`src/pkg/mad_params.svh`:
```
`ifndef MAD_PARAMS_SVH
`define MAD_PARAMS_SVH

// register byte offsets on the AXI4-Lite slave
`define MAD_OFF_SYSTEM_CONTROL_REG  8'h00
`define MAD_OFF_STATUS  8'h04
`define MAD_OFF_ADDR    8'h08
`define MAD_OFF_WDATA   8'h0c
`define MAD_OFF_RDCMD   8'h10
`define MAD_OFF_RDATA   8'h14
`define MAD_OFF_FLAGS   8'h18
`define MAD_OFF_FLAGIN  8'h1c

// system_control_reg fields, its writable mask and reset value
`define MAD_BIT_PORTEN  0
`define MAD_BIT_WIDE    1
`define MAD_BIT_FLAGEN  20
`define MAD_SYSTEM_CONTROL_REG_MASK 32'h0010_0003
`define MAD_RST_SYSTEM_CONTROL_REG  32'h0000_0000
`define MAD_RST_FLAGS   32'h0000_0000

// axi responses
`define MAD_RESP_OKAY   2'h0
`define MAD_RESP_SLVERR 2'h2

// core-to-input clock multiples per strap code, zero for the reserved code
`define MAD_RATIO_00    5'h03
`define MAD_RATIO_01    5'h10
`define MAD_RATIO_10    5'h08
`define MAD_RATIO_11    5'h00

// timing: clock period, address and strobe phase times in ns
`define MAD_CLK_NS      10
`define MAD_ALE_NS      20
`define MAD_STB_NS      30

// input clock cycles to wait for lock after reset
`define MAD_PLL_LOCK    4096

`endif

```
`src/pkg/mad_pkg.sv`:
```
package mad_pkg;

   // boot source, in strap code order
   typedef enum logic [1:0] {
      MAD_BOOT_SPI_SLAVE,
      MAD_BOOT_SPI_MASTER,
      MAD_BOOT_PAR_EPROM,
      MAD_BOOT_RESERVED
   } mad_boot_t;

   // parallel port cycle engine
   typedef enum logic [1:0] {
      MAD_IDLE,
      MAD_ADDR,
      MAD_DATA
   } mad_state_t;

endpackage

```
`src/pkg/mad_stream_if.sv`:
```
`timescale 1ns/100ps
// one valid/ready word stream between the port and its fifo
interface mad_stream_if #(
   parameter int W = 16
);
   logic         valid;
   logic         ready;
   logic [W-1:0] data;

   modport src (output valid, output data, input ready);
   modport snk (input valid, input data, output ready);
endinterface

```
`src/rtl/mad_fifo.sv`:
```
`timescale 1ns/100ps
module mad_fifo #(
   parameter int W     = 16,
   parameter int DEPTH = 16
) (
   input logic         clk_sys,
   input logic         rst,
   mad_stream_if.snk   inS,
   mad_stream_if.src   outS
);
   localparam int AW = $clog2(DEPTH);

   // power of two depth keeps the wrap bit trick honest
   if (DEPTH < 2 || (1 << AW) != DEPTH) begin : g_chk
      $error("mad_fifo: DEPTH must be a power of two, at least 2");
   end

   logic [W-1:0] mem [DEPTH];
   logic [AW:0]  wp_q;
   logic [AW:0]  rp_q;

   // full when pointers differ only in the wrap bit
   wire full  = (wp_q[AW] != rp_q[AW]) && (wp_q[AW-1:0] == rp_q[AW-1:0]);
   wire empty = (wp_q == rp_q);
   wire push  = inS.valid & ~full;
   wire pop   = outS.ready & ~empty;

   assign inS.ready  = ~full;
   assign outS.valid = ~empty;
   assign outS.data  = mem[rp_q[AW-1:0]];

   // storage has no reset, only pointers need a defined value
   always_ff @(posedge clk_sys) begin
      if (push) begin
         mem[wp_q[AW-1:0]] <= inS.data;
      end
   end

   // pointers
   always_ff @(posedge clk_sys or posedge rst) begin
      if (rst) begin
         wp_q <= '0;
         rp_q <= '0;
      end else begin
         if (push) begin
            wp_q <= wp_q + 1'b1;
         end
         if (pop) begin
            rp_q <= rp_q + 1'b1;
         end
      end
   end
endmodule

```
`src/rtl/mad_port.sv`:
```
// The implementer's own choices: the AXI4-Lite interface to the registers and the address map.
`timescale 1ns/100ps
`include "mad_params.svh"
module mad_port #(
   parameter int ADDR_W     = 8,
   parameter int PLL_LOCK   = `MAD_PLL_LOCK,
   parameter int FIFO_DEPTH = 16
) (
   input  logic              clk_sys,
   input  logic              rst,
   input  logic [ADDR_W-1:0] awaddr,
   input  logic              awvalid,
   output logic              awready,
   input  logic [31:0]       wdata,
   input  logic [3:0]        wstrb,
   input  logic              wvalid,
   output logic              wready,
   output logic [1:0]        bresp,
   output logic              bvalid,
   input  logic              bready,
   input  logic [ADDR_W-1:0] araddr,
   input  logic              arvalid,
   output logic              arready,
   output logic [31:0]       rdata,
   output logic [1:0]        rresp,
   output logic              rvalid,
   input  logic              rready,
   input  logic [15:0]       adIn,
   output logic [15:0]       adOut,
   output logic [15:0]       adOe,
   output logic              aleOut,
   output logic              rdN,
   output logic              wrN,
   input  logic [1:0]        bootSelectStraps,
   input  logic [1:0]        clockRatioStraps,
   input  logic              inputClockPin,
   output logic [1:0]        bootMode,
   output logic [4:0]        coreRatio,
   output logic              coreRun
);
   localparam int ALE_CYC = (`MAD_ALE_NS + `MAD_CLK_NS - 1) / `MAD_CLK_NS;
   localparam int STB_CYC = (`MAD_STB_NS + `MAD_CLK_NS - 1) / `MAD_CLK_NS;
   localparam logic [3:0] ALE_LAST = 4'(ALE_CYC - 1);
   localparam logic [3:0] STB_LAST = 4'(STB_CYC - 1);

   // refuse shapes the decode or counters cannot serve
   if (ADDR_W < 5 || ADDR_W > 32 || PLL_LOCK < 1 || STB_CYC > 16) begin : g_chk
      $error("mad_port: unsupported parameter value");
   end

   ////////////////////////////////////////////////////////////////////////////////
   // state

   logic [31:0]             system_control_reg_q;
   logic [23:0]             addr_q;
   logic [31:0]             flags_q;
   logic [15:0]             rdData_q;
   logic                    rdReq_q;
   mad_pkg::mad_state_t     state_q;
   logic [3:0]              cnt_q;
   logic                    wrOp_q;
   logic                    wideOp_q;
   logic [15:0]             wdat_q;
   logic [15:0]             adOut_q;
   logic [15:0]             adOe_q;
   logic                    ale_q;
   logic                    rdN_q;
   logic                    wrN_q;
   logic                    capt_q;
   logic [1:0]              bootStr_q;
   logic [1:0]              ratioStr_q;
   logic                    inClk_q;
   logic [31:0]             lockCnt_q;
   logic                    pllDone_q;
   logic                    awHeld_q;
   logic [ADDR_W-1:0]       awAddr_q;
   logic                    wHeld_q;
   logic [31:0]             wData_q;
   logic [3:0]              wStrb_q;
   logic                    bvalid_q;
   logic [1:0]              bresp_q;
   logic                    rvalid_q;
   logic [31:0]             rdata_q;
   logic [1:0]              rresp_q;

   mad_stream_if #(.W(16)) pushS ();
   mad_stream_if #(.W(16)) popS ();

   ////////////////////////////////////////////////////////////////////////////////
   // write data fifo: full fifo holds off the axi write

   mad_fifo #(
      .W     (16),
      .DEPTH (FIFO_DEPTH)
   ) u_fifo (
      .clk_sys (clk_sys),
      .rst     (rst),
      .inS     (pushS),
      .outS    (popS)
   );

   ////////////////////////////////////////////////////////////////////////////////
   // axi write decode

   wire [ADDR_W-1:0] wA      = {awAddr_q[ADDR_W-1:2], 2'b00};
   wire              wSysctl = (wA == ADDR_W'(`MAD_OFF_SYSTEM_CONTROL_REG));
   wire              wStatus = (wA == ADDR_W'(`MAD_OFF_STATUS));
   wire              wAddr   = (wA == ADDR_W'(`MAD_OFF_ADDR));
   wire              wWdata  = (wA == ADDR_W'(`MAD_OFF_WDATA));
   wire              wRdcmd  = (wA == ADDR_W'(`MAD_OFF_RDCMD));
   wire              wRdata  = (wA == ADDR_W'(`MAD_OFF_RDATA));
   wire              wFlags  = (wA == ADDR_W'(`MAD_OFF_FLAGS));
   wire              wFlagin = (wA == ADDR_W'(`MAD_OFF_FLAGIN));
   wire              wMapped = wSysctl | wStatus | wAddr | wWdata | wRdcmd
                               | wRdata | wFlags | wFlagin;
   wire              bothIn  = awHeld_q & wHeld_q & ~bvalid_q;
   // a data word waits here while the fifo is full
   wire              doWrite = bothIn & (~wWdata | pushS.ready);
   wire [31:0]       wMerged = mergeBytes(32'h0000_0000, wData_q, wStrb_q);

   assign awready     = ~awHeld_q & ~bvalid_q;
   assign wready      = ~wHeld_q & ~bvalid_q;
   assign bvalid      = bvalid_q;
   assign bresp       = bresp_q;
   assign pushS.valid = bothIn & wWdata;
   assign pushS.data  = wData_q[15:0];

   function automatic logic [31:0] mergeBytes(input logic [31:0] old,
                                              input logic [31:0] nw,
                                              input logic [3:0]  strb);
      logic [31:0] r;
      r = old;
      for (int b = 0; b < 4; b++) begin
         if (strb[b]) begin
            r[8*b +: 8] = nw[8*b +: 8];
         end
      end
      return r;
   endfunction

   // address and data phases are held until both are in
   always_ff @(posedge clk_sys or posedge rst) begin
      if (rst) begin
         awHeld_q <= 1'b0;
         awAddr_q <= '0;
         wHeld_q  <= 1'b0;
         wData_q  <= 32'h0000_0000;
         wStrb_q  <= 4'h0;
      end else begin
         if (awvalid && awready) begin
            awHeld_q <= 1'b1;
            awAddr_q <= awaddr;
         end else if (doWrite) begin
            awHeld_q <= 1'b0;
         end
         if (wvalid && wready) begin
            wHeld_q <= 1'b1;
            wData_q <= wdata;
            wStrb_q <= wstrb;
         end else if (doWrite) begin
            wHeld_q <= 1'b0;
         end
      end
   end

   // write response
   always_ff @(posedge clk_sys or posedge rst) begin
      if (rst) begin
         bvalid_q <= 1'b0;
         bresp_q  <= `MAD_RESP_OKAY;
      end else if (doWrite) begin
         bvalid_q <= 1'b1;
         bresp_q  <= wMapped ? `MAD_RESP_OKAY : `MAD_RESP_SLVERR;
      end else if (bready) begin
         bvalid_q <= 1'b0;
      end
   end

   ////////////////////////////////////////////////////////////////////////////////
   // engine control terms

   wire flagMode = system_control_reg_q[`MAD_BIT_FLAGEN] & ~system_control_reg_q[`MAD_BIT_PORTEN];
   wire portOn   = system_control_reg_q[`MAD_BIT_PORTEN] & pllDone_q;
   wire isIdle   = (state_q == mad_pkg::MAD_IDLE);
   wire startWr  = isIdle & portOn & popS.valid;
   // queued writes go first so a read sees them on the bus
   wire startRd  = isIdle & portOn & ~popS.valid & rdReq_q;
   wire lastData = (state_q == mad_pkg::MAD_DATA) && (cnt_q == 4'h0);

   assign popS.ready = startWr;

   // software registers; address writes during a transfer are dropped
   always_ff @(posedge clk_sys or posedge rst) begin
      if (rst) begin
         system_control_reg_q <= `MAD_RST_SYSTEM_CONTROL_REG;
         addr_q   <= 24'h00_0000;
         flags_q  <= `MAD_RST_FLAGS;
         rdReq_q  <= 1'b0;
      end else begin
         if (doWrite && wSysctl) begin
            system_control_reg_q <= mergeBytes(system_control_reg_q, wData_q, wStrb_q) & `MAD_SYSTEM_CONTROL_REG_MASK;
         end
         if (doWrite && wAddr && isIdle) begin
            addr_q <= 24'(mergeBytes({8'h00, addr_q}, wData_q, wStrb_q));
         end else if (lastData) begin
            addr_q <= addr_q + 24'h00_0001;
         end
         if (doWrite && wFlags) begin
            flags_q <= mergeBytes(flags_q, wData_q, wStrb_q);
         end
         // a new request in the taking cycle survives
         rdReq_q <= (doWrite & wRdcmd & wMerged[0]) | (rdReq_q & ~startRd);
      end
   end

   ////////////////////////////////////////////////////////////////////////////////
   // address/data cycle engine

   always_ff @(posedge clk_sys or posedge rst) begin
      if (rst) begin
         state_q  <= mad_pkg::MAD_IDLE;
         cnt_q    <= 4'h0;
         wrOp_q   <= 1'b0;
         wideOp_q <= 1'b0;
         wdat_q   <= 16'h0000;
         rdData_q <= 16'h0000;
      end else begin
         case (state_q)
            mad_pkg::MAD_IDLE: begin
               if (startWr || startRd) begin
                  state_q  <= mad_pkg::MAD_ADDR;
                  cnt_q    <= ALE_LAST;
                  wrOp_q   <= startWr;
                  wideOp_q <= system_control_reg_q[`MAD_BIT_WIDE];
                  wdat_q   <= popS.data;
               end
            end
            mad_pkg::MAD_ADDR: begin
               if (cnt_q == 4'h0) begin
                  state_q <= mad_pkg::MAD_DATA;
                  cnt_q   <= STB_LAST;
               end else begin
                  cnt_q <= cnt_q - 4'h1;
               end
            end
            mad_pkg::MAD_DATA: begin
               if (cnt_q == 4'h0) begin
                  state_q <= mad_pkg::MAD_IDLE;
                  if (!wrOp_q) begin
                     rdData_q <= wideOp_q ? adIn : {8'h00, adIn[7:0]};
                  end
               end else begin
                  cnt_q <= cnt_q - 4'h1;
               end
            end
            default: begin
               state_q <= mad_pkg::MAD_IDLE;
            end
         endcase
      end
   end

   ////////////////////////////////////////////////////////////////////////////////
   // pin multiplexing

   logic [15:0] flagPinVal;
   logic [15:0] flagPinOe;
   logic [15:0] flagInView;

   // each pin swaps byte halves to reach its flag
   for (genvar i = 0; i < 16; i++) begin : g_flag
      localparam int F = (i < 8) ? i + 8 : i - 8;
      assign flagPinVal[i] = flags_q[F];
      assign flagPinOe[i]  = flags_q[16 + F];
      assign flagInView[F] = adIn[i];
   end

   wire inAddr = (state_q == mad_pkg::MAD_ADDR);
   wire inData = (state_q == mad_pkg::MAD_DATA);
   // 8-bit: {A23-16, A15-8}; 16-bit: A15-0
   wire [15:0] pinAddr = wideOp_q ? addr_q[15:0] : addr_q[23:8];
   // 8-bit: upper byte keeps address A7-0 during data
   wire [15:0] pinData = wideOp_q ? wdat_q : {addr_q[7:0], wdat_q[7:0]};
   wire [15:0] dataOe  = wrOp_q ? 16'hffff : (wideOp_q ? 16'h0000 : 16'hff00);
   wire [15:0] adOutD  = inAddr ? pinAddr : inData ? pinData
                         : flagMode ? flagPinVal : 16'h0000;
   wire [15:0] adOeD   = inAddr ? 16'hffff : inData ? dataOe
                         : flagMode ? flagPinOe : 16'h0000;

   // pins leave from flops, one cycle behind the engine
   always_ff @(posedge clk_sys or posedge rst) begin
      if (rst) begin
         adOut_q <= 16'h0000;
         adOe_q  <= 16'h0000;
         ale_q   <= 1'b0;
         rdN_q   <= 1'b1;
         wrN_q   <= 1'b1;
      end else begin
         adOut_q <= adOutD;
         adOe_q  <= adOeD;
         ale_q   <= inAddr;
         rdN_q   <= ~(inData & ~wrOp_q);
         wrN_q   <= ~(inData & wrOp_q);
      end
   end

   // strobes have no enable: always driven
   assign adOut  = adOut_q;
   assign adOe   = adOe_q;
   assign aleOut = ale_q;
   assign rdN    = rdN_q;
   assign wrN    = wrN_q;

   ////////////////////////////////////////////////////////////////////////////////
   // straps and lock wait

   // straps are caught on the first edge after reset release
   always_ff @(posedge clk_sys or posedge rst) begin
      if (rst) begin
         capt_q     <= 1'b0;
         bootStr_q  <= 2'h0;
         ratioStr_q <= 2'h0;
      end else if (!capt_q) begin
         capt_q     <= 1'b1;
         bootStr_q  <= bootSelectStraps;
         ratioStr_q <= clockRatioStraps;
      end
   end

   assign bootMode  = mad_pkg::mad_boot_t'(bootStr_q);
   assign coreRatio = (ratioStr_q == 2'h0) ? `MAD_RATIO_00
                    : (ratioStr_q == 2'h1) ? `MAD_RATIO_01
                    : (ratioStr_q == 2'h2) ? `MAD_RATIO_10 : `MAD_RATIO_11;

   wire inRise = inputClockPin & ~inClk_q;

   // count input clock rising edges until lock
   always_ff @(posedge clk_sys or posedge rst) begin
      if (rst) begin
         inClk_q   <= 1'b0;
         lockCnt_q <= 32'h0000_0000;
         pllDone_q <= 1'b0;
      end else begin
         inClk_q <= inputClockPin;
         if (inRise && !pllDone_q) begin
            lockCnt_q <= lockCnt_q + 32'h0000_0001;
            pllDone_q <= (lockCnt_q == 32'(PLL_LOCK - 1));
         end
      end
   end

   assign coreRun = pllDone_q;

   ////////////////////////////////////////////////////////////////////////////////
   // axi read

   wire [ADDR_W-1:0] rA = {araddr[ADDR_W-1:2], 2'b00};
   wire [31:0] statusWord = {20'h0_0000, ~pushS.ready, ~popS.valid, rdReq_q,
                             ~isIdle, pllDone_q, coreRatio, bootStr_q};
   wire rHit = (rA == ADDR_W'(`MAD_OFF_SYSTEM_CONTROL_REG)) | (rA == ADDR_W'(`MAD_OFF_STATUS))
             | (rA == ADDR_W'(`MAD_OFF_ADDR)) | (rA == ADDR_W'(`MAD_OFF_WDATA))
             | (rA == ADDR_W'(`MAD_OFF_RDCMD)) | (rA == ADDR_W'(`MAD_OFF_RDATA))
             | (rA == ADDR_W'(`MAD_OFF_FLAGS)) | (rA == ADDR_W'(`MAD_OFF_FLAGIN));
   wire [31:0] rMux =
        (rA == ADDR_W'(`MAD_OFF_SYSTEM_CONTROL_REG)) ? system_control_reg_q
      : (rA == ADDR_W'(`MAD_OFF_STATUS)) ? statusWord
      : (rA == ADDR_W'(`MAD_OFF_ADDR))   ? {8'h00, addr_q}
      : (rA == ADDR_W'(`MAD_OFF_RDCMD))  ? {31'h0000_0000, rdReq_q}
      : (rA == ADDR_W'(`MAD_OFF_RDATA))  ? {16'h0000, rdData_q}
      : (rA == ADDR_W'(`MAD_OFF_FLAGS))  ? flags_q
      : (rA == ADDR_W'(`MAD_OFF_FLAGIN)) ? {16'h0000, flagInView}
      : 32'h0000_0000;

   assign arready = ~rvalid_q;
   assign rvalid  = rvalid_q;
   assign rdata   = rdata_q;
   assign rresp   = rresp_q;

   // one read in flight; answer the cycle after the address is taken
   always_ff @(posedge clk_sys or posedge rst) begin
      if (rst) begin
         rvalid_q <= 1'b0;
         rdata_q  <= 32'h0000_0000;
         rresp_q  <= `MAD_RESP_OKAY;
      end else if (arvalid && arready) begin
         rvalid_q <= 1'b1;
         rdata_q  <= rMux;
         rresp_q  <= rHit ? `MAD_RESP_OKAY : `MAD_RESP_SLVERR;
      end else if (rready) begin
         rvalid_q <= 1'b0;
      end
   end
endmodule

```
`config.mk`:
```
export PLATFORM = sky130hd
export DESIGN_NAME = mad_port
export DESIGN_NICKNAME = d
export VERILOG_FILES = /design/src/pkg/mad_pkg.sv /design/src/pkg/mad_stream_if.sv /design/src/rtl/mad_fifo.sv /design/src/rtl/mad_port.sv
export VERILOG_INCLUDE_DIRS = /design/src /design/src/pkg
export SDC_FILE = /design/constraint.sdc
export NUM_CORES = 1
export LEC_CHECK = 0
export BUFFER_PORTS_ARGS = -buffer_cell sky130_fd_sc_hd__buf_2
export CAP_MARGIN = 20
export CORE_UTILIZATION = 40
export DETAILED_ROUTE_END_ITERATION = 10
export PLACE_DENSITY_LB_ADDON = 0.05
export SYNTH_ARGS = -nofsm -noshare
export SYNTH_HDL_FRONTEND = slang
export SYNTH_SLANG_ARGS = --single-unit
```
`constraint.sdc`:
```
create_clock -name clk_sys -period 11.4 [get_ports clk_sys]
set_input_delay 2.85 -clock clk_sys [delete_from_list [all_inputs] [get_ports clk_sys]]
set_output_delay 2.85 -clock clk_sys [all_outputs]
set_load 0.02 [all_outputs]
```
Word-level counts from Yosys, hierarchy flattened. Memory sizes are Yosys's and may differ from the RTL's. A register that Yosys moved wholly into a read port is not among the register bits. Index checks and enable logic that the tools add are counted.

Input bits: 80. Output and inout bits: 84. Bits in writable memories: 256. Word-level logic and storage cells: 205. Register bits after elaboration: 252. Memories: 1.

Eq/ne operators: 29. Add/sub/neg operators: 5. Bitwise logic cells: 50. Muxes and demuxes: 46. Reduce and logical (&&, ||, !) cells: 36.

Memory list: u_fifo.mem (depth 16, bits a word 16, rd ports 1, clocked after Yosys merged registers in 1, wr ports 1, RTL line mad_fifo.sv:18) `logic [W-1:0] mem [DEPTH];`.

Operators by type and width (number): 16-bit two-way mux (12); 32-bit two-way mux (6); 6-bit by 3-bit == test with 1-bit output (second input constant) (8); 24-bit two-way mux (2); 32-bit by 1-bit adder with 32-bit output (second input constant) (1); 32-bit by 12-bit == test with 1-bit output (second input constant) (1); 24-bit by 1-bit adder with 24-bit output (second input constant) (1); 6-bit by 2-bit == test with 1-bit output (second input constant) (4); 8-bit two-way mux (3); 1-bit bitwise AND (20); 2-bit AND reduction (10); 8-bit zero test (2); 4-bit two-way mux (4); 1-bit bitwise OR (16); 1-bit inverter (14); 6-bit by 1-bit == test with 1-bit output (second input constant) (2); 4-bit one-hot mux with 3 select lines (1); 5-bit by 1-bit adder with 5-bit output (second input constant) (2); 1-bit logical AND (10); 1-bit two-way mux (10); 2-bit two-way mux (5); 5-bit two-way mux (2); 2-bit nonzero test (5); 3-bit AND reduction (3); 14 further kinds (22).

Logic depth before layout (Yosys ltp). Gate-level depths: netlist (run 1).

Word-level depth: 9. Depth in mapped cells: 9. Depth with buffers taken out: 7.

Hierarchy. From an unflattened synthesis (run 1), not the netlist that was laid out.

Cell total of the unflattened synthesis: 1544. Area total of the unflattened synthesis: 21962.3 um2.

Modules (own cells, without submodules): mad_port (sequential area each 6358.6 um2, instances 1, area an instance 11657.4 um2, cells an instance 1064); mad_fifo (sequential area each 7937.6 um2, instances 1, area an instance 10304.9 um2, cells an instance 480).

Worst setup path after synthesis (run 1). Ideal clock, no wire load.

Kind: input to register. Start: input araddr[5]. End: register rdata_q[11], in the netlist rdata[11]. Data arrival time: 4106 ps. Path buffers: 1. Stages on the path: 6. Slack: 7212 ps. Required time: 11318 ps. Library setup time: 82 ps. Cell sequence: nor3_1 -> nand2b_1 -> nor2_1 -> buf_2 -> a21oi_1 -> a31oi_1.

Word-level cells in the longest chain between the ends: 8. Elaborated cells between the ends (all ways): 14. Classes of those cells: 6 x eq/ne; 7 x mux; 1 x reduce/logical.

RTL lines: start, declared (RTL line mad_port.sv:21) `input logic [ADDR_W-1:0] araddr,`; 6-bit by 3-bit == test with 1-bit output (RTL line mad_port.sv:371) `` : (rA == ADDR_W'(`MAD_OFF_FLAGIN)) ? {16'h0000, flagInView} ``; 16-bit two-way mux (RTL line mad_port.sv:371); 32-bit two-way mux (RTL line mad_port.sv:370) `` : (rA == ADDR_W'(`MAD_OFF_FLAGS)) ? flags_q ``; 32-bit two-way mux (RTL line mad_port.sv:369) `` : (rA == ADDR_W'(`MAD_OFF_RDATA)) ? {16'h0000, rdData_q} ``; 32-bit two-way mux (RTL line mad_port.sv:368) `` : (rA == ADDR_W'(`MAD_OFF_RDCMD)) ? {31'h0000_0000, rdReq_q} ``; 32-bit two-way mux (RTL line mad_port.sv:367) `` : (rA == ADDR_W'(`MAD_OFF_ADDR)) ? {8'h00, addr_q} ``; 32-bit two-way mux (RTL line mad_port.sv:366) `` : (rA == ADDR_W'(`MAD_OFF_STATUS)) ? statusWord ``; 32-bit two-way mux (*) (RTL line mad_port.sv:365) `` (rA == ADDR_W'(`MAD_OFF_SYSTEM_CONTROL_REG)) ? system_control_reg_q ``; end signal, assigned (RTL line mad_port.sv:387) `rdata_q <= rMux;`; end, declared (RTL line mad_port.sv:83) `logic [31:0] rdata_q;`.

Every way passes the cells marked *; elsewhere a longest branch is shown, timed or not. A chain may end at the register's enable or synchronous reset.

Worst setup path after layout (run 1).
Start: register ratioStr_q[0]. End: output coreRatio[4].

Word-level cells in the longest chain between the ends: 3. Elaborated cells between the ends (all ways): 4. Classes of those cells: 1 x eq/ne; 2 x mux; 1 x reduce/logical.

RTL lines: start, declared (RTL line mad_port.sv:71) `logic [1:0] ratioStr_q;`; start signal, assigned (RTL line mad_port.sv:326) `ratioStr_q <= clockRatioStraps;`; 2-bit by 1-bit == test with 1-bit output (RTL line mad_port.sv:332) `` : (ratioStr_q == 2'h1) ? `MAD_RATIO_01 ``; 5-bit two-way mux (no source line); 5-bit two-way mux (no source line) (*); end, declared (RTL line mad_port.sv:38) `output logic [4:0] coreRatio,`.

Marks and branches as above.

==> results of run 1 <==
worst max-delay path, stage by stage, from the launching register on:
cell	delay [ns]
dfrtp_1	0.38
nor2b_1	0.36
buf_2	0.24
registers in the layout (all words and copies together) (netlist names), 5 cells and up:
register,count
u_fifo.mem,256
addr_q,24
awAddr_q,6
adOe,16
adOut,16
u_fifo.wp_q,5
rdData_q,16
u_fifo.rp_q,5
flags_q,32
rdata,32
wData_q,32
lockCnt_q,32
wdat_q,16
layout make-up:
cell class / count / area [µm²]
well taps: 696 / 871
inverters: 18 / 75.1
repair buffers: 178 / 1010
multi-input cells: 883 / 7150
clock buffers: 78 / 1600
fillers: 4789 / 28700
flip-flops and latches: 520 / 14300
clock inverters: 24 / 246
path summary, 6_finish.rpt:
kind                               endpoint
min reg2reg                       rdata[31]
max in group asynchronous         wdat_q[7]
min                               rdata[31]
max                            coreRatio[4]
min in group asynchronous       flags_q[31]
max reg2reg                u_fifo.mem[8][3]
per-stage QoR:
stage               worst slack (ns)  total power [µW]  utilization, %  cell area (µm²)
global route                    6.90              5240            46.8            25200
detailed placement              6.60              3230            43.3            23300
global placement                6.65              3210            43.3            23300
CTS                             6.95              5070            46.7            25200
finish                          6.95              5020            46.8            25200
floorplan                       1.28              2900               -            21900
kinds of logic after synthesis:
kind of cell | count (synthesis) | share of synthesized area [%]
flip-flops | 520 | 65.4
AND/OR/NAND/NOR | 388 | 8.80
AO/OA/AOI/OAI | 223 | 7.15
multiplexers | 210 | 14.0
buffers and inverters | 101 | 2.05
XOR/XNOR | 45 | 1.80
adder cells (fa/ha/maj) | 13 | 0.744
other | 2 | 0.0343
Yosys cell counts, types with 4 or more instances:
library cell	instances	area, µm²
dfrtp_1	262	6560
edfxtp_1	256	7690
nand2_1	135	507
mux2_2	124	1400
nor2_1	79	297
mux4_2	65	1460
a22oi_1	44	330
nand3_1	40	200
clkbuf_1	39	146
o21ai_0	38	190
a21oi_1	37	185
a221oi_1	28	245
xnor2_1	25	219
buf_2	22	110
and3_1	21	131
a21o_1	20	150
mux2i_1	20	200
xor2_1	20	175
inv_1	18	67.6
nand4_1	16	100
nor2b_1	14	87.6
ha_1	13	163
nor3_1	13	65.1
and2_1	12	75.1
buf_1	12	45.0
nand2b_1	12	75.1
a211oi_1	11	82.6
and4_1	9	78.8
buf_4	9	67.6
nor4_1	9	56.3
o22ai_1	8	50.1
a311oi_1	5	43.8
nor3b_1	5	37.5
o32ai_1	4	35.0
or3_1	4	25.0
routing by layer:
layer / GRT usage (%) / up-vias / wire length, µm
li1: - / 6008 / -
met5: 0 / - / 49
met2: 30.8 / 307 / 25300
met4: 6.14 / 8 / 1270
met3: 4.04 / 94 / 2700
met1: 30.8 / 6826 / 27300
power breakdown:
group	leakage, µW	switching (µW)	total (µW)	internal [µW]
registers	0.00572	408	2710	2300
logic	0.00355	244	486	242
clock network	0.000904	759	1830	1070
total	0.0102	1410	5020	3610
==> results.rst, run 1 <==
.. list-table::
   :header-rows: 1

   * - Metric
     - Value
   * - Run status
     - finished clean
   * - CTS tree
     - built
   * - Required time of the critical path
     - 8.55 ns
   * - Cell at the root of the clock tree
     - clkbuf_16
   * - Setup slack of the worst register-to-register path
     - approximately 7.9 ns
   * - Total iterations of the first detailed-routing run
     - 5
   * - Number of register bits inferred by synthesis
     - 520
   * - Per-cell routed wire length
     - approximately 24 µm
   * - Critical path data arrival time
     - 1.60 ns
   * - Crit. Startpoint
     - ratioStr_q[0]
   * - Hold violation count in the final report
     - 0
   * - Final clock skew
     - 0.0226 ns
   * - Number of ports placed on the die boundary
     - 164
   * - Final worst-path cycle share
     - between 30% and 40%
   * - Most used DFF post-synth
     - dfrtp_1
   * - Depth of the worst register-to-register path
     - 5
   * - Vias per cell
     - between 5 and 6
   * - Insertion delay of the later-clocked pin in the worst-skew pair
     - roughly 0.63 ns
   * - Post-synthesis instance area
     - 21,900 µm²
   * - Layout overhead on the synthesized area
     - 15.5%
   * - Effective utilization at floorplan
     - between 40% and 50%
   * - LEAKAGE
     - slightly above 0.01 µW
   * - Power density cells
     - about 200 nW/µm²
   * - Die width
     - roughly 240 µm
   * - Synthesized netlist cell count
     - ~1,500
   * - H-tree depth
     - 2
   * - Hold_buf cts
     - 0
   * - DRC errors left
     - 0
   * - Total clock sinks
     - 520
   * - Number of enable-type register cells in the synthesized netlist
     - 256
   * - Die Footprint
     - ~56,000 µm²
   * - Worst ir drop on vdd
     - roughly 0.13 mV
   * - ANT nets after route
     - 0
   * - Post-CTS Repair Setup Buffers
     - 0
   * - Number of placed instances, taps included
     - roughly 2,300
   * - Min-Delay Path Class
     - reg2reg
   * - Mean instance size in the synthesized netlist
     - 14.6 µm²
   * - Pin count of the biggest net entering global routing
     - approximately 140
   * - Initial drt markers
     - about 950
   * - Slew Limit Headroom
     - 27.3%
   * - Worst setup SP type
     - flip-flop
   * - Die height
     - about 240 µm
   * - Post-layout minimum cycle time
     - between 4 and 5 ns
   * - Number of nets in the finished design
     - 1,751
   * - Number of global-route vias before repair
     - around 14,000
   * - Most frequent cells in the layout
     - 260 x dfrtp_1, 256 x edfxtp_1, 156 x buf_2, 135 x nand2_1, 124 x mux2_2
   * - Setup repair after global routing missed its margin
     - false
   * - Number of buffer cells added on primary ports
     - ~160
   * - Start point of the worst hold path
     - rdata[31]
   * - Final RePlAce weighted congestion
     - roughly 0.86
   * - Cell row count
     - 85
   * - Post-CTS resize count
     - 0
   * - Overflow left after global routing
     - 0
   * - Number of vias in the routed layout
     - 13,200
   * - Fin Hold WS
     - approximately 0.46 ns
   * - Number of warning messages in the yosys log
     - 0
   * - Share of layout cells above drive strength 1
     - between 20% and 30%
   * - Maximum Capacitance Violations
     - 0
   * - Number of buffers inserted during clock tree synthesis
     - between 50 and 60
   * - CTS clock-pin slew for the worst setup and hold paths
     - ~0.060 ns
   * - Setup violators final
     - 0
   * - Detailed-route wire length
     - approximately 57,000 µm
   * - Worst Hold Depth
     - 2
   * - Maximum fanout count along the critical path
     - 4
   * - Pins over their slew limit
     - 0
   * - GR Util All Layers
     - between 20% and 30%
   * - Sum Neg Setup Slack
     - 0 ns
   * - Critical setup path kind
     - reg2out
   * - Kind of end point of the critical path
     - primary output
   * - Most common cell after layout, fill and taps aside
     - dfrtp_1
   * - Number of distinct standard cells referenced by the synthesized netlist
     - 72
   * - Clock Path Buffers
     - 3
   * - Crit Reg-Reg Startpoint
     - u_fifo.rp_q[0]
   * - Sequential area share after synthesis
     - between 60% and 70%
   * - Final non-filler cell total
     - 2,397
   * - Slew at the pin closest to its max-slew limit
     - ~1.1 ns
   * - Core footprint
     - around 54,000 µm²
   * - Number of antenna violations at the first check in global routing
     - 4
   * - Detail Placement HPWL
     - 36,700 µm
   * - Achievable frequency
     - around 220 MHz
   * - Antenna fix cells
     - 0
   * - Post-synthesis async set-or-reset flop share
     - 50.8%
   * - First-pass GRT wire length
     - approximately 87,000 µm
No activity file was read; power rests on OpenSTA's default activity.
==> run 2: changes to the inputs <==
==> constraint.sdc (replaced) <==
create_clock -name clk_sys -period 4 [get_ports clk_sys]
set_input_delay 1 -clock clk_sys [delete_from_list [all_inputs] [get_ports clk_sys]]
set_output_delay 1 -clock clk_sys [all_outputs]
set_load 0.02 [all_outputs]
==> results.rst, run 2 (synthesis results as in run 1) <==
.. list-table::
   :header-rows: 1

   * - Metric
     - Value
   * - Overflow left after global routing
     - 0 (unchanged)
   * - Die width
     - 236 µm (unchanged)
   * - Final worst-path cycle share
     - 71.9%
   * - Post-CTS Repair Setup Buffers
     - 0 (unchanged)
   * - Clock Path Buffers
     - 3 (unchanged)
   * - Critical setup path kind
     - reg2reg
   * - Min-Delay Path Class
     - reg2reg
   * - Final clock skew
     - 0.0167 ns (-0.00583 ns)
   * - Total length of routed met3 wires
     - 3240 µm (+20%)
   * - Setup violators final
     - 0 (unchanged)
   * - Maximum fanout count along the critical path
     - 25 (+21)
   * - LEAKAGE
     - 0.0103 µW (+1.2%)
   * - Core footprint
     - 53,900 µm² (unchanged)
   * - Share of layout cells above drive strength 1
     - 29.4% (+1.2 points)
   * - Number of global-route vias before repair
     - 13,900 (+0.20%)
   * - Slew Limit Headroom
     - 35.7% (+8.4 points)
   * - Most frequent cells in the layout
     - 260 x dfrtp_1, 256 x edfxtp_1, 156 x buf_2, 135 x nand2_1, 124 x mux2_2
   * - CP max-delay cell
     - nor4bb_1
   * - Detail Placement HPWL
     - 38,200 µm (+4.0%)
   * - Number of buffers inserted during clock tree synthesis
     - 56 (-1.8%)
   * - Setup repair after global routing missed its margin
     - false
   * - Post-layout minimum cycle time
     - roughly 2.9 ns
   * - Final RePlAce weighted congestion
     - 0.845 (-2.0%)
   * - Sum Neg Setup Slack
     - 0 ns (unchanged)
   * - Detailed-route wire length
     - 58,200 µm (+2.8%)
   * - Number of buffer cells added on primary ports
     - 156 (unchanged)
   * - Number of ports placed on the die boundary
     - 164 (unchanged)
   * - Maximum Capacitance Violations
     - 0 (unchanged)
   * - Post-Route M1 WL
     - 28,000 µm (+2.6%)
   * - Cell at the root of the clock tree
     - clkbuf_16
   * - Pre-CTS setup slack
     - 1.10 ns (-5.50 ns)
   * - Hold violation count in the final report
     - 0 (unchanged)
   * - Run status
     - finished clean
   * - Total iterations of the first detailed-routing run
     - 5 (unchanged)
   * - Initial drt markers
     - 931 (-2.2%)
   * - Chain of cells forming the critical path
     - inv_1, ha_1, buf_4, nor4bb_1, nand3_1, nor3_1, nand2_1, a31o_2
   * - Crit-path max cell delay
     - 0.57 ns (+0.19 ns)
   * - Effective utilization at floorplan
     - 40.6% (unchanged)
   * - Worst setup SP type
     - flip-flop
   * - Met2 wire len
     - 25,700 µm (+1.8%)
   * - Slew at the pin closest to its max-slew limit
     - 0.964 ns (-0.126 ns)
   * - Vias per cell
     - 5.59 (+1.1%)
   * - CP bufs+invs
     - 2 (+1)
   * - Fin Hold WS
     - 0.468 ns (+0.00712 ns)
   * - Hold_buf cts
     - 0 (unchanged)
   * - Die Footprint
     - 55,600 µm² (unchanged)
   * - Final non-filler cell total
     - 2,424 (+1.1%)
   * - Cell row count
     - 85 (unchanged)
   * - Post-CTS resize count
     - 0 (unchanged)
   * - GR Util All Layers
     - 21.3% (+0.57 points)
   * - Pin count of the biggest net entering global routing
     - 72 (-50%)
   * - Summed area of non-filler cells in the final layout
     - 25,400 µm² (+0.58%)
   * - CTS clock-pin slew for the worst setup and hold paths
     - 0.06 ns (about the same)
   * - Max FFs per register
     - 256 (unchanged)
   * - Total clock sinks
     - 520 (unchanged)
   * - Antenna fix cells
     - 0 (unchanged)
   * - CP top delay family
     - simple AND/OR/NAND/NOR gates
   * - Achievable frequency
     - 347 MHz
   * - Critical path data arrival time
     - 3.38 ns (+1.78 ns)
   * - Number of placed instances, taps included
     - 2,318 (+1.2%)
   * - DRC errors left
     - 0 (unchanged)
   * - Pins over their slew limit
     - 0 (unchanged)
   * - Required time of the critical path
     - 4.51 ns (-4.04 ns)
   * - First-pass GRT wire length
     - 88,900 µm (+2.2%)
   * - Minimum setup slack in the final design
     - 1.12 ns (-5.83 ns)
   * - Per-cell routed wire length
     - 24.0 µm (+1.7%)
   * - Placed Instance Area
     - 23,600 µm² (+0.99%)
   * - Insertion delay of the later-clocked pin in the worst-skew pair
     - 0.62 ns (about the same)
   * - Most common cell after layout, fill and taps aside
     - dfrtp_1
   * - DR top layer
     - met5
   * - Number of antenna violations at the first check in global routing
     - 5 (+1)
   * - Die height
     - 236 µm (unchanged)
   * - Power density cells
     - 563 nW/µm² (+180%)
   * - Layout overhead on the synthesized area
     - 16.1%
   * - ANT nets after route
     - 0 (unchanged)
   * - Number of vias in the routed layout
     - 13,500 (+2.3%)
   * - Number of nets in the finished design
     - 1,773 (+1.3%)
   * - Worst ir drop on vdd
     - 0.423 mV (+220%)
   * - Kind of end point of the critical path
     - flip-flop
   * - H-tree depth
     - 2 (unchanged)
   * - CTS tree
     - built
-- run 2: worst paths after layout --
path	start	to	slack, ns	cells past startpoint
hold reg to reg	rdata[24]	rdata[24]	0.47	2
max in group asynchronous	rst	u_fifo.rp_q[0]	2.64	3
setup reg to reg	state_q[0]	addr_q[15]	1.12	8
min in group asynchronous	rst	rvalid	0.51	2
hold / removal	rdata[24]	rdata[24]	0.47	2
setup / recovery	state_q[0]	addr_q[15]	1.12	8
-- run 2: where the power goes --
group	total (µW)	internal, µW	switching [µW]	leakage, µW
clock network	5140	2960	2180	0.000915
registers	7770	6540	1230	0.00572
logic	1390	695	694	0.00366
-- run 2: per-layer routing --
layer	vias to the layer above	GRT usage, %
met5	-	0
met4	14	5.62
met3	87	3.92
met2	324	31.6
met1	7062	32.2
li1	6058	-
-- run 2: final cells by class --
cell class	instances	area, µm²
timing repair buffer	201	1170
clock inverter	25	211
clock buffer	81	1630
fill	4768	28500
sequential	520	14300
tap	696	871
multi-input combinational	883	7150
inverter	18	71.3
-- run 2: worst min-delay path: stages, from the launching register on --
cell and delay, ns:
dfrtp_1 0.34, nand2_1 0.05, nand2_1 0.05
-- run 2: per-stage QoR --
stage                     utilization, %  power (µW)
after floorplan                        -        8260
after global placement              43.7        9200
after detailed placement            43.7        9260
after CTS                           47.1       14500
after global routing                47.1       14900
final                               47.1       14300
